## config.mk

```make
export PLATFORM = sky130hd
export DESIGN_NAME = nvm_command_status_flags
export DESIGN_NICKNAME = d
export VERILOG_FILES = /design/src/design/nvm_pkg.sv /design/src/design/nvm_command_status_flags.sv
export SDC_FILE = /design/constraint.sdc
export NUM_CORES = 1
export LEC_CHECK = 0
export BUFFER_PORTS_ARGS = -buffer_cell sky130_fd_sc_hd__buf_2
export CAP_MARGIN = 10
export CORE_MARGIN = 2
export CORE_UTILIZATION = 51
export CTS_BUF_LIST = sky130_fd_sc_hd__clkbuf_4 sky130_fd_sc_hd__clkbuf_8
export DETAILED_ROUTE_END_ITERATION = 10
export HOLD_SLACK_MARGIN = 0.15
export PLACE_DENSITY = 0.79
export SLEW_MARGIN = 10
export SYNTH_ARGS = -nofsm -noshare
export SYNTH_HDL_FRONTEND = slang
export SYNTH_SLANG_ARGS = --single-unit
```

## constraint.sdc

```tcl
create_clock -name pclk -period 2.26 [get_ports pclk]
set_input_delay 0.452 -clock pclk [delete_from_list [all_inputs] [get_ports pclk]]
set_output_delay 0.452 -clock pclk [all_outputs]
set_load 0.005 [all_outputs]
```

## src/design/nvm_pkg.sv

```systemverilog
// Shared constants, types and decode helpers for the flash/EEPROM
// command sequencer block.
// Assumes a single 40 MHz bus clock and word-aligned APB offsets.
package nvm_pkg;

  localparam int CLK_PERIOD_NS = 25;
  // Length of one program or erase algorithm
  localparam int ALG_TIME_NS   = 2000;
  localparam int ALG_CYCLES    =
    (ALG_TIME_NS + CLK_PERIOD_NS - 1) / CLK_PERIOD_NS;
  localparam logic [6:0] ALG_CNT_MAX = 7'(ALG_CYCLES - 1);
  localparam logic [6:0] CNT_ZERO    = 7'h00;

  localparam logic [7:0] FLASH_CMD_OFS  = 8'h00;
  localparam logic [7:0] FLASH_STAT_OFS = 8'h04;
  localparam logic [7:0] EE_CMD_OFS     = 8'h08;
  localparam logic [7:0] EE_STAT_OFS    = 8'h0C;
  localparam logic [7:0] IRQ_STAT_OFS   = 8'h10;
  localparam logic [7:0] IRQ_CLR_OFS    = 8'h14;
  localparam logic [7:0] IRQ_EN_OFS     = 8'h18;
  localparam logic [7:0] CTRL_OFS       = 8'h1C;

  localparam int STAT_CBE_BIT  = 7;
  localparam int STAT_CC_BIT   = 6;
  localparam int STAT_FAIL_BIT = 4;
  localparam int STAT_HUNG_BIT = 0;

  localparam int CTRL_SPECIAL_BIT = 0;
  localparam int CTRL_BLK_LSB     = 1;
  localparam int CTRL_BLK_MSB     = 2;
  localparam logic [1:0] FLASH_BLK0 = 2'h0;

  localparam int IRQ_FDONE_BIT = 0;
  localparam int IRQ_EDONE_BIT = 1;
  localparam int IRQ_FHUNG_BIT = 2;
  localparam int IRQ_EHUNG_BIT = 3;

  localparam logic [7:0] CMD_ERASE_VERIFY = 8'h05;
  localparam logic [7:0] CMD_PROGRAM      = 8'h20;
  localparam logic [7:0] CMD_SECTOR_ERASE = 8'h40;
  localparam logic [7:0] CMD_MASS_ERASE   = 8'h41;

  localparam logic [7:0]  CMD_RST    = 8'h00;
  localparam logic [2:0]  CTRL_RST   = 3'h0;
  localparam logic [3:0]  IRQ_RST    = 4'h0;
  localparam logic [31:0] PRDATA_RST = 32'h0000_0000;

  typedef enum logic [1:0] {
    SEQ_IDLE = 2'b00,
    SEQ_BUSY = 2'b01,
    SEQ_HUNG = 2'b10
  } seq_state_e;

  function automatic logic cmd_legal(input logic [7:0] c);
    return (c == CMD_ERASE_VERIFY) || (c == CMD_PROGRAM) ||
           (c == CMD_SECTOR_ERASE) || (c == CMD_MASS_ERASE);
  endfunction

endpackage

```

## src/design/nvm_command_status_flags.sv

```systemverilog
// Flash and EEPROM command sequencers with their status flags, an
// APB register file and a level interrupt.
// Assumes cpu_stop comes from the CPU on the same pclk domain.
//
// Behaviour
// STOP during running algorithm aborts it immediately
// Abort leaves command-complete flag clear
// Abort with queued command keeps buffer-empty clear
// After abort, sequencer hangs, rejects commands until reset
// EEPROM sequencer aborts and hangs the same way
// Illegal flash block 0 command, special mode: no fail
// Illegal EEPROM command in special mode: no fail
// Software must not STOP during running algorithm
// Differing command written while queued cancels pending
// Buffer-empty when loadable; complete when idle, nothing queued

module nvm_seq (
  input  wire logic       pclk,
  input  wire logic       presetn,
  input  wire logic       cmd_wr,
  input  wire logic [7:0] cmd_data,
  input  wire logic       cpu_stop,
  input  wire logic       fail_set_en,
  input  wire logic       fail_clr,
  output logic            buf_empty,
  output logic            cmd_done,
  output logic            fail,
  output logic            hung,
  output logic            busy,
  output logic            done_pulse,
  output logic            abort_pulse,
  output logic [7:0]      last_cmd
);

  nvm_pkg::seq_state_e state_ff, nxt_state;
  logic [6:0] cnt_ff,    nxt_cnt;
  logic [7:0] pend_ff,   nxt_pend;
  logic       pend_v_ff, nxt_pend_v;
  logic       fail_ff,   nxt_fail;
  logic       done_ff,   nxt_done;
  logic       abort_ff,  nxt_abort;
  logic [7:0] last_ff,   nxt_last;
  logic       launch;
  logic       aborting;

  always_comb begin
    nxt_state  = state_ff;
    nxt_cnt    = cnt_ff;
    nxt_pend   = pend_ff;
    nxt_pend_v = pend_v_ff;
    nxt_fail   = fail_ff;
    nxt_done   = 1'b0;
    nxt_abort  = 1'b0;
    nxt_last   = last_ff;
    launch     = 1'b0;
    aborting   = 1'b0;
    if (fail_clr) begin
      nxt_fail = 1'b0;
    end
    unique case (state_ff)
      nvm_pkg::SEQ_IDLE: begin
        if (pend_v_ff) begin
          launch = 1'b1;
        end
      end
      nvm_pkg::SEQ_BUSY: begin
        if (cpu_stop) begin
          // Pending stays queued, so buffer-empty never rises
          aborting  = 1'b1;
          nxt_state = nvm_pkg::SEQ_HUNG;
          nxt_abort = 1'b1;
        end else if (cnt_ff == nvm_pkg::CNT_ZERO) begin
          nxt_done = 1'b1;
          if (pend_v_ff) begin
            launch = 1'b1;
          end else begin
            nxt_state = nvm_pkg::SEQ_IDLE;
          end
        end else begin
          nxt_cnt = cnt_ff - 7'h01;
        end
      end
      nvm_pkg::SEQ_HUNG: begin
        // Only reset leaves this state
        nxt_state = nvm_pkg::SEQ_HUNG;
      end
      default: begin
        nxt_state = nvm_pkg::SEQ_IDLE;
      end
    endcase
    if (launch) begin
      nxt_state  = nvm_pkg::SEQ_BUSY;
      nxt_cnt    = nvm_pkg::ALG_CNT_MAX;
      nxt_pend_v = 1'b0;
    end
    // A hung or aborting sequencer ignores every command write
    if (cmd_wr && (state_ff != nvm_pkg::SEQ_HUNG) && !aborting) begin
      if (!nvm_pkg::cmd_legal(cmd_data)) begin
        if (fail_set_en) begin
          nxt_fail = 1'b1;
        end
      end else if (!pend_v_ff || launch) begin
        nxt_pend   = cmd_data;
        nxt_pend_v = 1'b1;
        nxt_last   = cmd_data;
      end else if (cmd_data != pend_ff) begin
        nxt_pend_v = 1'b0;
      end
    end
  end

  always_ff @(posedge pclk or negedge presetn) begin
    if (!presetn) begin
      state_ff  <= nvm_pkg::SEQ_IDLE;
      cnt_ff    <= nvm_pkg::CNT_ZERO;
      pend_ff   <= nvm_pkg::CMD_RST;
      pend_v_ff <= 1'b0;
      fail_ff   <= 1'b0;
      done_ff   <= 1'b0;
      abort_ff  <= 1'b0;
      last_ff   <= nvm_pkg::CMD_RST;
    end else begin
      state_ff  <= nxt_state;
      cnt_ff    <= nxt_cnt;
      pend_ff   <= nxt_pend;
      pend_v_ff <= nxt_pend_v;
      fail_ff   <= nxt_fail;
      done_ff   <= nxt_done;
      abort_ff  <= nxt_abort;
      last_ff   <= nxt_last;
    end
  end

  assign buf_empty   = !pend_v_ff;
  assign cmd_done    = (state_ff == nvm_pkg::SEQ_IDLE) && !pend_v_ff;
  assign fail        = fail_ff;
  assign hung        = (state_ff == nvm_pkg::SEQ_HUNG);
  assign busy        = (state_ff == nvm_pkg::SEQ_BUSY);
  assign done_pulse  = done_ff;
  assign abort_pulse = abort_ff;
  assign last_cmd    = last_ff;
endmodule

module nvm_command_status_flags (
  input  wire logic        pclk,
  input  wire logic        presetn,
  input  wire logic        psel,
  input  wire logic        penable,
  input  wire logic        pwrite,
  input  wire logic [7:0]  paddr,
  input  wire logic [31:0] pwdata,
  input  wire logic        cpu_stop,
  output logic [31:0]      prdata,
  output logic             pready,
  output logic             pslverr,
  output logic             irq
);

  logic [31:0] prdata_ff, nxt_prdata;
  logic        pready_ff, nxt_pready;
  logic        pslverr_ff, nxt_pslverr;
  logic [2:0]  ctrl_ff,   nxt_ctrl;
  logic [3:0]  irq_en_ff, nxt_irq_en;
  logic [3:0]  irq_sts_ff, nxt_irq_sts;
  logic        irq_ff,    nxt_irq;

  logic        wr_acc;
  logic        f_wr, e_wr;
  logic        f_fail_clr, e_fail_clr;
  logic        special;
  logic [1:0]  flash_blk;
  logic        f_be, f_cc, f_fail, f_hung, f_busy, f_done, f_abort;
  logic        e_be, e_cc, e_fail, e_hung, e_busy, e_done, e_abort;
  logic [7:0]  f_last, e_last;
  logic [3:0]  events;

  function automatic logic [31:0] stat_word(input logic be,
                                            input logic cc,
                                            input logic fl,
                                            input logic hg);
    logic [31:0] w;
    w = 32'h0000_0000;
    w[nvm_pkg::STAT_CBE_BIT]  = be;
    w[nvm_pkg::STAT_CC_BIT]   = cc;
    w[nvm_pkg::STAT_FAIL_BIT] = fl;
    w[nvm_pkg::STAT_HUNG_BIT] = hg;
    return w;
  endfunction

  function automatic logic mapped(input logic [7:0] a);
    return (a == nvm_pkg::FLASH_CMD_OFS) || (a == nvm_pkg::FLASH_STAT_OFS) ||
           (a == nvm_pkg::EE_CMD_OFS)    || (a == nvm_pkg::EE_STAT_OFS)    ||
           (a == nvm_pkg::IRQ_STAT_OFS)  || (a == nvm_pkg::IRQ_CLR_OFS)    ||
           (a == nvm_pkg::IRQ_EN_OFS)    || (a == nvm_pkg::CTRL_OFS);
  endfunction

  // Writes land in the access cycle, the only one with pready high
  assign wr_acc     = psel && penable && pready_ff && pwrite &&
                      mapped(paddr);
  assign f_wr       = wr_acc && (paddr == nvm_pkg::FLASH_CMD_OFS);
  assign e_wr       = wr_acc && (paddr == nvm_pkg::EE_CMD_OFS);
  assign f_fail_clr = wr_acc && (paddr == nvm_pkg::FLASH_STAT_OFS) &&
                      pwdata[nvm_pkg::STAT_FAIL_BIT];
  assign e_fail_clr = wr_acc && (paddr == nvm_pkg::EE_STAT_OFS) &&
                      pwdata[nvm_pkg::STAT_FAIL_BIT];
  assign special    = ctrl_ff[nvm_pkg::CTRL_SPECIAL_BIT];
  assign flash_blk  = ctrl_ff[nvm_pkg::CTRL_BLK_MSB:nvm_pkg::CTRL_BLK_LSB];

  nvm_seq u_flash (
    .pclk        (pclk),
    .presetn     (presetn),
    .cmd_wr      (f_wr),
    .cmd_data    (pwdata[7:0]),
    .cpu_stop    (cpu_stop),
    .fail_set_en (!(special && (flash_blk == nvm_pkg::FLASH_BLK0))),
    .fail_clr    (f_fail_clr),
    .buf_empty   (f_be),
    .cmd_done    (f_cc),
    .fail        (f_fail),
    .hung        (f_hung),
    .busy        (f_busy),
    .done_pulse  (f_done),
    .abort_pulse (f_abort),
    .last_cmd    (f_last)
  );

  nvm_seq u_eeprom (
    .pclk        (pclk),
    .presetn     (presetn),
    .cmd_wr      (e_wr),
    .cmd_data    (pwdata[7:0]),
    .cpu_stop    (cpu_stop),
    .fail_set_en (!special),
    .fail_clr    (e_fail_clr),
    .buf_empty   (e_be),
    .cmd_done    (e_cc),
    .fail        (e_fail),
    .hung        (e_hung),
    .busy        (e_busy),
    .done_pulse  (e_done),
    .abort_pulse (e_abort),
    .last_cmd    (e_last)
  );

  always_comb begin
    events                         = 4'h0;
    events[nvm_pkg::IRQ_FDONE_BIT] = f_done;
    events[nvm_pkg::IRQ_EDONE_BIT] = e_done;
    events[nvm_pkg::IRQ_FHUNG_BIT] = f_abort;
    events[nvm_pkg::IRQ_EHUNG_BIT] = e_abort;
    nxt_ctrl    = ctrl_ff;
    nxt_irq_en  = irq_en_ff;
    nxt_irq_sts = irq_sts_ff;
    if (wr_acc && (paddr == nvm_pkg::CTRL_OFS)) begin
      nxt_ctrl = pwdata[2:0];
    end
    if (wr_acc && (paddr == nvm_pkg::IRQ_EN_OFS)) begin
      nxt_irq_en = pwdata[3:0];
    end
    if (wr_acc && (paddr == nvm_pkg::IRQ_CLR_OFS)) begin
      nxt_irq_sts = irq_sts_ff & ~pwdata[3:0];
    end
    // Set after clear, so an event in the clearing cycle survives
    nxt_irq_sts = nxt_irq_sts | events;
    nxt_irq     = |(nxt_irq_sts & nxt_irq_en);
  end

  always_comb begin
    nxt_pready  = psel && !penable;
    nxt_pslverr = 1'b0;
    nxt_prdata  = prdata_ff;
    // Read data is captured in setup, so the access answers at once
    if (psel && !penable) begin
      nxt_pslverr = !mapped(paddr);
      nxt_prdata  = 32'h0000_0000;
      if (!pwrite) begin
        unique case (paddr)
          nvm_pkg::FLASH_CMD_OFS:  nxt_prdata = {24'h00_0000, f_last};
          nvm_pkg::FLASH_STAT_OFS: nxt_prdata =
            stat_word(f_be, f_cc, f_fail, f_hung);
          nvm_pkg::EE_CMD_OFS:     nxt_prdata = {24'h00_0000, e_last};
          nvm_pkg::EE_STAT_OFS:    nxt_prdata =
            stat_word(e_be, e_cc, e_fail, e_hung);
          nvm_pkg::IRQ_STAT_OFS:   nxt_prdata = {28'h000_0000, irq_sts_ff};
          nvm_pkg::IRQ_EN_OFS:     nxt_prdata = {28'h000_0000, irq_en_ff};
          nvm_pkg::CTRL_OFS:       nxt_prdata = {29'h000_0000, ctrl_ff};
          default:                 nxt_prdata = 32'h0000_0000;
        endcase
      end
    end
  end

  always_ff @(posedge pclk or negedge presetn) begin
    if (!presetn) begin
      prdata_ff  <= nvm_pkg::PRDATA_RST;
      pready_ff  <= 1'b0;
      pslverr_ff <= 1'b0;
      ctrl_ff    <= nvm_pkg::CTRL_RST;
      irq_en_ff  <= nvm_pkg::IRQ_RST;
      irq_sts_ff <= nvm_pkg::IRQ_RST;
      irq_ff     <= 1'b0;
    end else begin
      prdata_ff  <= nxt_prdata;
      pready_ff  <= nxt_pready;
      pslverr_ff <= nxt_pslverr;
      ctrl_ff    <= nxt_ctrl;
      irq_en_ff  <= nxt_irq_en;
      irq_sts_ff <= nxt_irq_sts;
      irq_ff     <= nxt_irq;
    end
  end

  assign prdata  = prdata_ff;
  assign pready  = pready_ff;
  assign pslverr = pslverr_ff;
  assign irq     = irq_ff;
endmodule

```

==> metrics.cfg <==
[drt]
drt_pre_antenna_iters=5
wl_per_cell_um=15.9
vias=2791
wl_met3_um=470
wl_met1_mm=3.47
ant_nets=0
top_layer_used=met4
wl_met2_mm=3.93
drtIter0Drc=220
routed_wl_mm=8.05
via_per_inst=5.52
drc=0

[synthesis]
synth_enable_flop_cells=0
synth_common_cells=dfrtp_1 (64), buf_4 (26), nand2_1 (26), xor2_1 (19), nor2b_1 (15)
synth_most_common_cell=dfrtp_1
synthTopCellsByArea=dfrtp_1 (45%), buf_4 (5.5%), xor2_1 (4.7%)
synth_area_um2=3570
synth_seq_area_share_pct=44.8
yosys_warnings=0
synthFlopType=dfrtp_1
synth.top_cell.area_share_pct=44.8
synthCells=336
synth.distinct_cells=56
synth-seq-cells=64
ys_async_sr_fraction_pct=100
syn_area_per_cell_um2=10.6
yosysTopAreaCell=dfrtp_1

[placement]
io_buffers=32
placed_cells=488
globalplace.congestion=0.956
dp_hpwl_mm=6.05

[clocking]
numCtsBuffers=9
cts_sinks=64
cts_max_path_buffers=2
cts_root_buf=clkbuf_8
clock_latency_ns=0.35
cts_tree=built
clk_pin_slew_ns=0.08
cts-htree-levels=3

[die]
row_count=30
die_x_um=87.7
die_h_um=87.7
die-area_um2=7690
core-area_um2=6790
initial_core_util_pct=52.6
ios=81

[critical_path]
cpLargestDelayFamily=simple AND/OR/NAND/NOR gates
start_kind=flop
crit_chain=inv_1, ha_1, or3b_1, nor3_2, or3_4, nor2b_1, buf_4, mux2_1
cp_slowest_cell=dfrtp_1
cp_max_fo=7
crit_path_end_kind=flop
cp.required_ns=2.49
crit_arrival_ns=2.35
crit_buf_inv=2
crit_path_max_incr_delay_ns=0.42
crit_type=flop to flop

[sta]
fmax_ghz=0.472
setup_viol=0
drv_slew=0
fin_crit_sh_pct=93.8
relSlewSlack_pct=58.8
report.final.hold_viol_count=0
worst_pin_slew_ns=0.611
finClkSkew_ns=0.00648
post-route-min-period_ns=2.12
rsz0062_at_grt=no

[run_status]
status=finished, final reports clean

[pwr]
power_density_nw_per_um2=702
power.leakage_uw=0.00205
ir_drop_uv=455

[grt]
grt_antenna_before_repair=0
grt-ovfl-total=0
grt_max_degree=40
grtUsageTotal_pct=22.9
grt_pass1_wl_mm=13.3
grt_pass1_vias=2772

[worst_hold_path]
hold_class=input port to flop

[final_layout]
layout-drive-gt1-share_pct=26.8
area_growth_pct=18.5
fillers=561
final_nets=459
antenna_cells=0
final_cells=506
fin_util_pct=62.3

[flow_run]
cap_violations=0

## stage by stage
| step | setup TNS (ns) | setup slack (ns) | instance area [µm²] | power, µW | hold slack, ns |
|---|---|---|---|---|---|
| 6_report | 0 | 0.140 | 4230 | 2970 | 0.419 |
| 3_3_place_gp | -0.734 | -0.0959 | 3990 | 1920 | 0.434 |
| 5_1_grt | 0 | 0.0119 | 4230 | 3150 | 0.413 |
| 3_5_place_dp | -0.918 | -0.126 | 3990 | 1960 | 0.449 |
| 4_1_cts | 0 | 0.0681 | 4200 | 2950 | 0.404 |
| 2_1_floorplan | 0 | 0.0597 | 3660 | 1770 | 0.156 |
## routing by layer
metal / up-vias / track usage [%]
met4: 0 / 10.1
met5: - / 0
met2: 109 / 37.3
li1: 1309 / -
met1: 1354 / 28.7
met3: 19 / 6.31
## worst reg2reg max path, stage by stage, from the launching register on
cell,delay [ns]
dfrtp_1,0.42
inv_1,0.07
ha_1,0.16
or3b_1,0.40
nor3_2,0.16
or3_4,0.16
nor2b_1,0.12
buf_4,0.18
mux2_1,0.34
## worst paths after layout
path,slack (ns),from,to,cells past startpoint
hold reg to reg,0.46,u_eeprom.done_pulse,irq_sts_ff[1],1
setup / recovery,0.14,u_flash.cnt_ff[0],u_flash.pend_ff[5],8
min in group asynchronous,0.64,presetn,pready,2
setup reg to reg,0.14,u_flash.cnt_ff[0],u_flash.pend_ff[5],8
max in group asynchronous,1.01,presetn,u_flash.cnt_ff[1],3
hold / removal,0.42,cpu_stop,u_eeprom.abort_pulse,2
## logic make-up (layout without fill, tap and decap cells)
logic type / Yosys count / count (layout) / share of synthesized area, %
AOI/OAI and AO/OA: 66 / 66 / 13.9
xor gates and xnor gates: 22 / 22 / 5.39
adders and majority gates: 8 / 8 / 2.80
buffers and inverters: 47 / 98 / 7.71
DFF: 64 / 64 / 44.8
muxes: 22 / 22 / 7.78
other: 1 / 24 / 0.105
and+or+nand+nor: 106 / 106 / 17.4
## report_power, final
group	switching, µW	leakage [µW]	internal (µW)
sequential	113	0.000848	1260
combinational	344	0.00111	273
clock	473	0.0000916	508
total	931	0.00205	2040
## registers in the layout, indices dropped and copies added (netlist names), 2 cells and up
name / flops
u_eeprom.cnt_ff: 7
u_flash.cnt_ff: 7
u_flash.state_ff: 2
prdata: 8
u_flash.pend_ff: 8
irq_sts_ff: 4
u_eeprom.pend_ff: 8
irq_en_ff: 4
ctrl_ff: 3
u_eeprom.state_ff: 2
## layout make-up
type,count,area (µm²),share of cell area [%]
flip-flops and latches,64,1600,37.8
inverters,12,45.0,1.06
clock inverters,7,71.3,1.68
multi-input cells,248,1810,42.8
repair buffers,70,460,10.9
clock buffers,9,124,2.93
well taps,96,120,2.84
## cell usage in the layout (no fill, tap or decap), types with 5 or more instances in the layout
cell and instances:
nor2b_1 15, xor2_1 19, o211ai_1 5, buf_2 32
o21ai_0 11, dfrtp_1 64, inv_1 12, nor4_1 9
and2_1 6, clkbuf_8 9, buf_4 36, a22o_1 7
mux2_1 8, conb_1 24, nand2_1 26, a21oi_1 9
a21o_1 6, nor2_1 8, ha_1 7, nand2b_1 5
mux2_2 8
## timing repair
item / 4_1_cts / 5_1_grt
hold buffers: 1 / 0
gates resized for setup: 0 / 5
buffers inserted: 0 / 1
setup endpoints to repair: 0 / 8
hold endpoints to repair: 25 / 0
(Power assumes the default switching activity.)
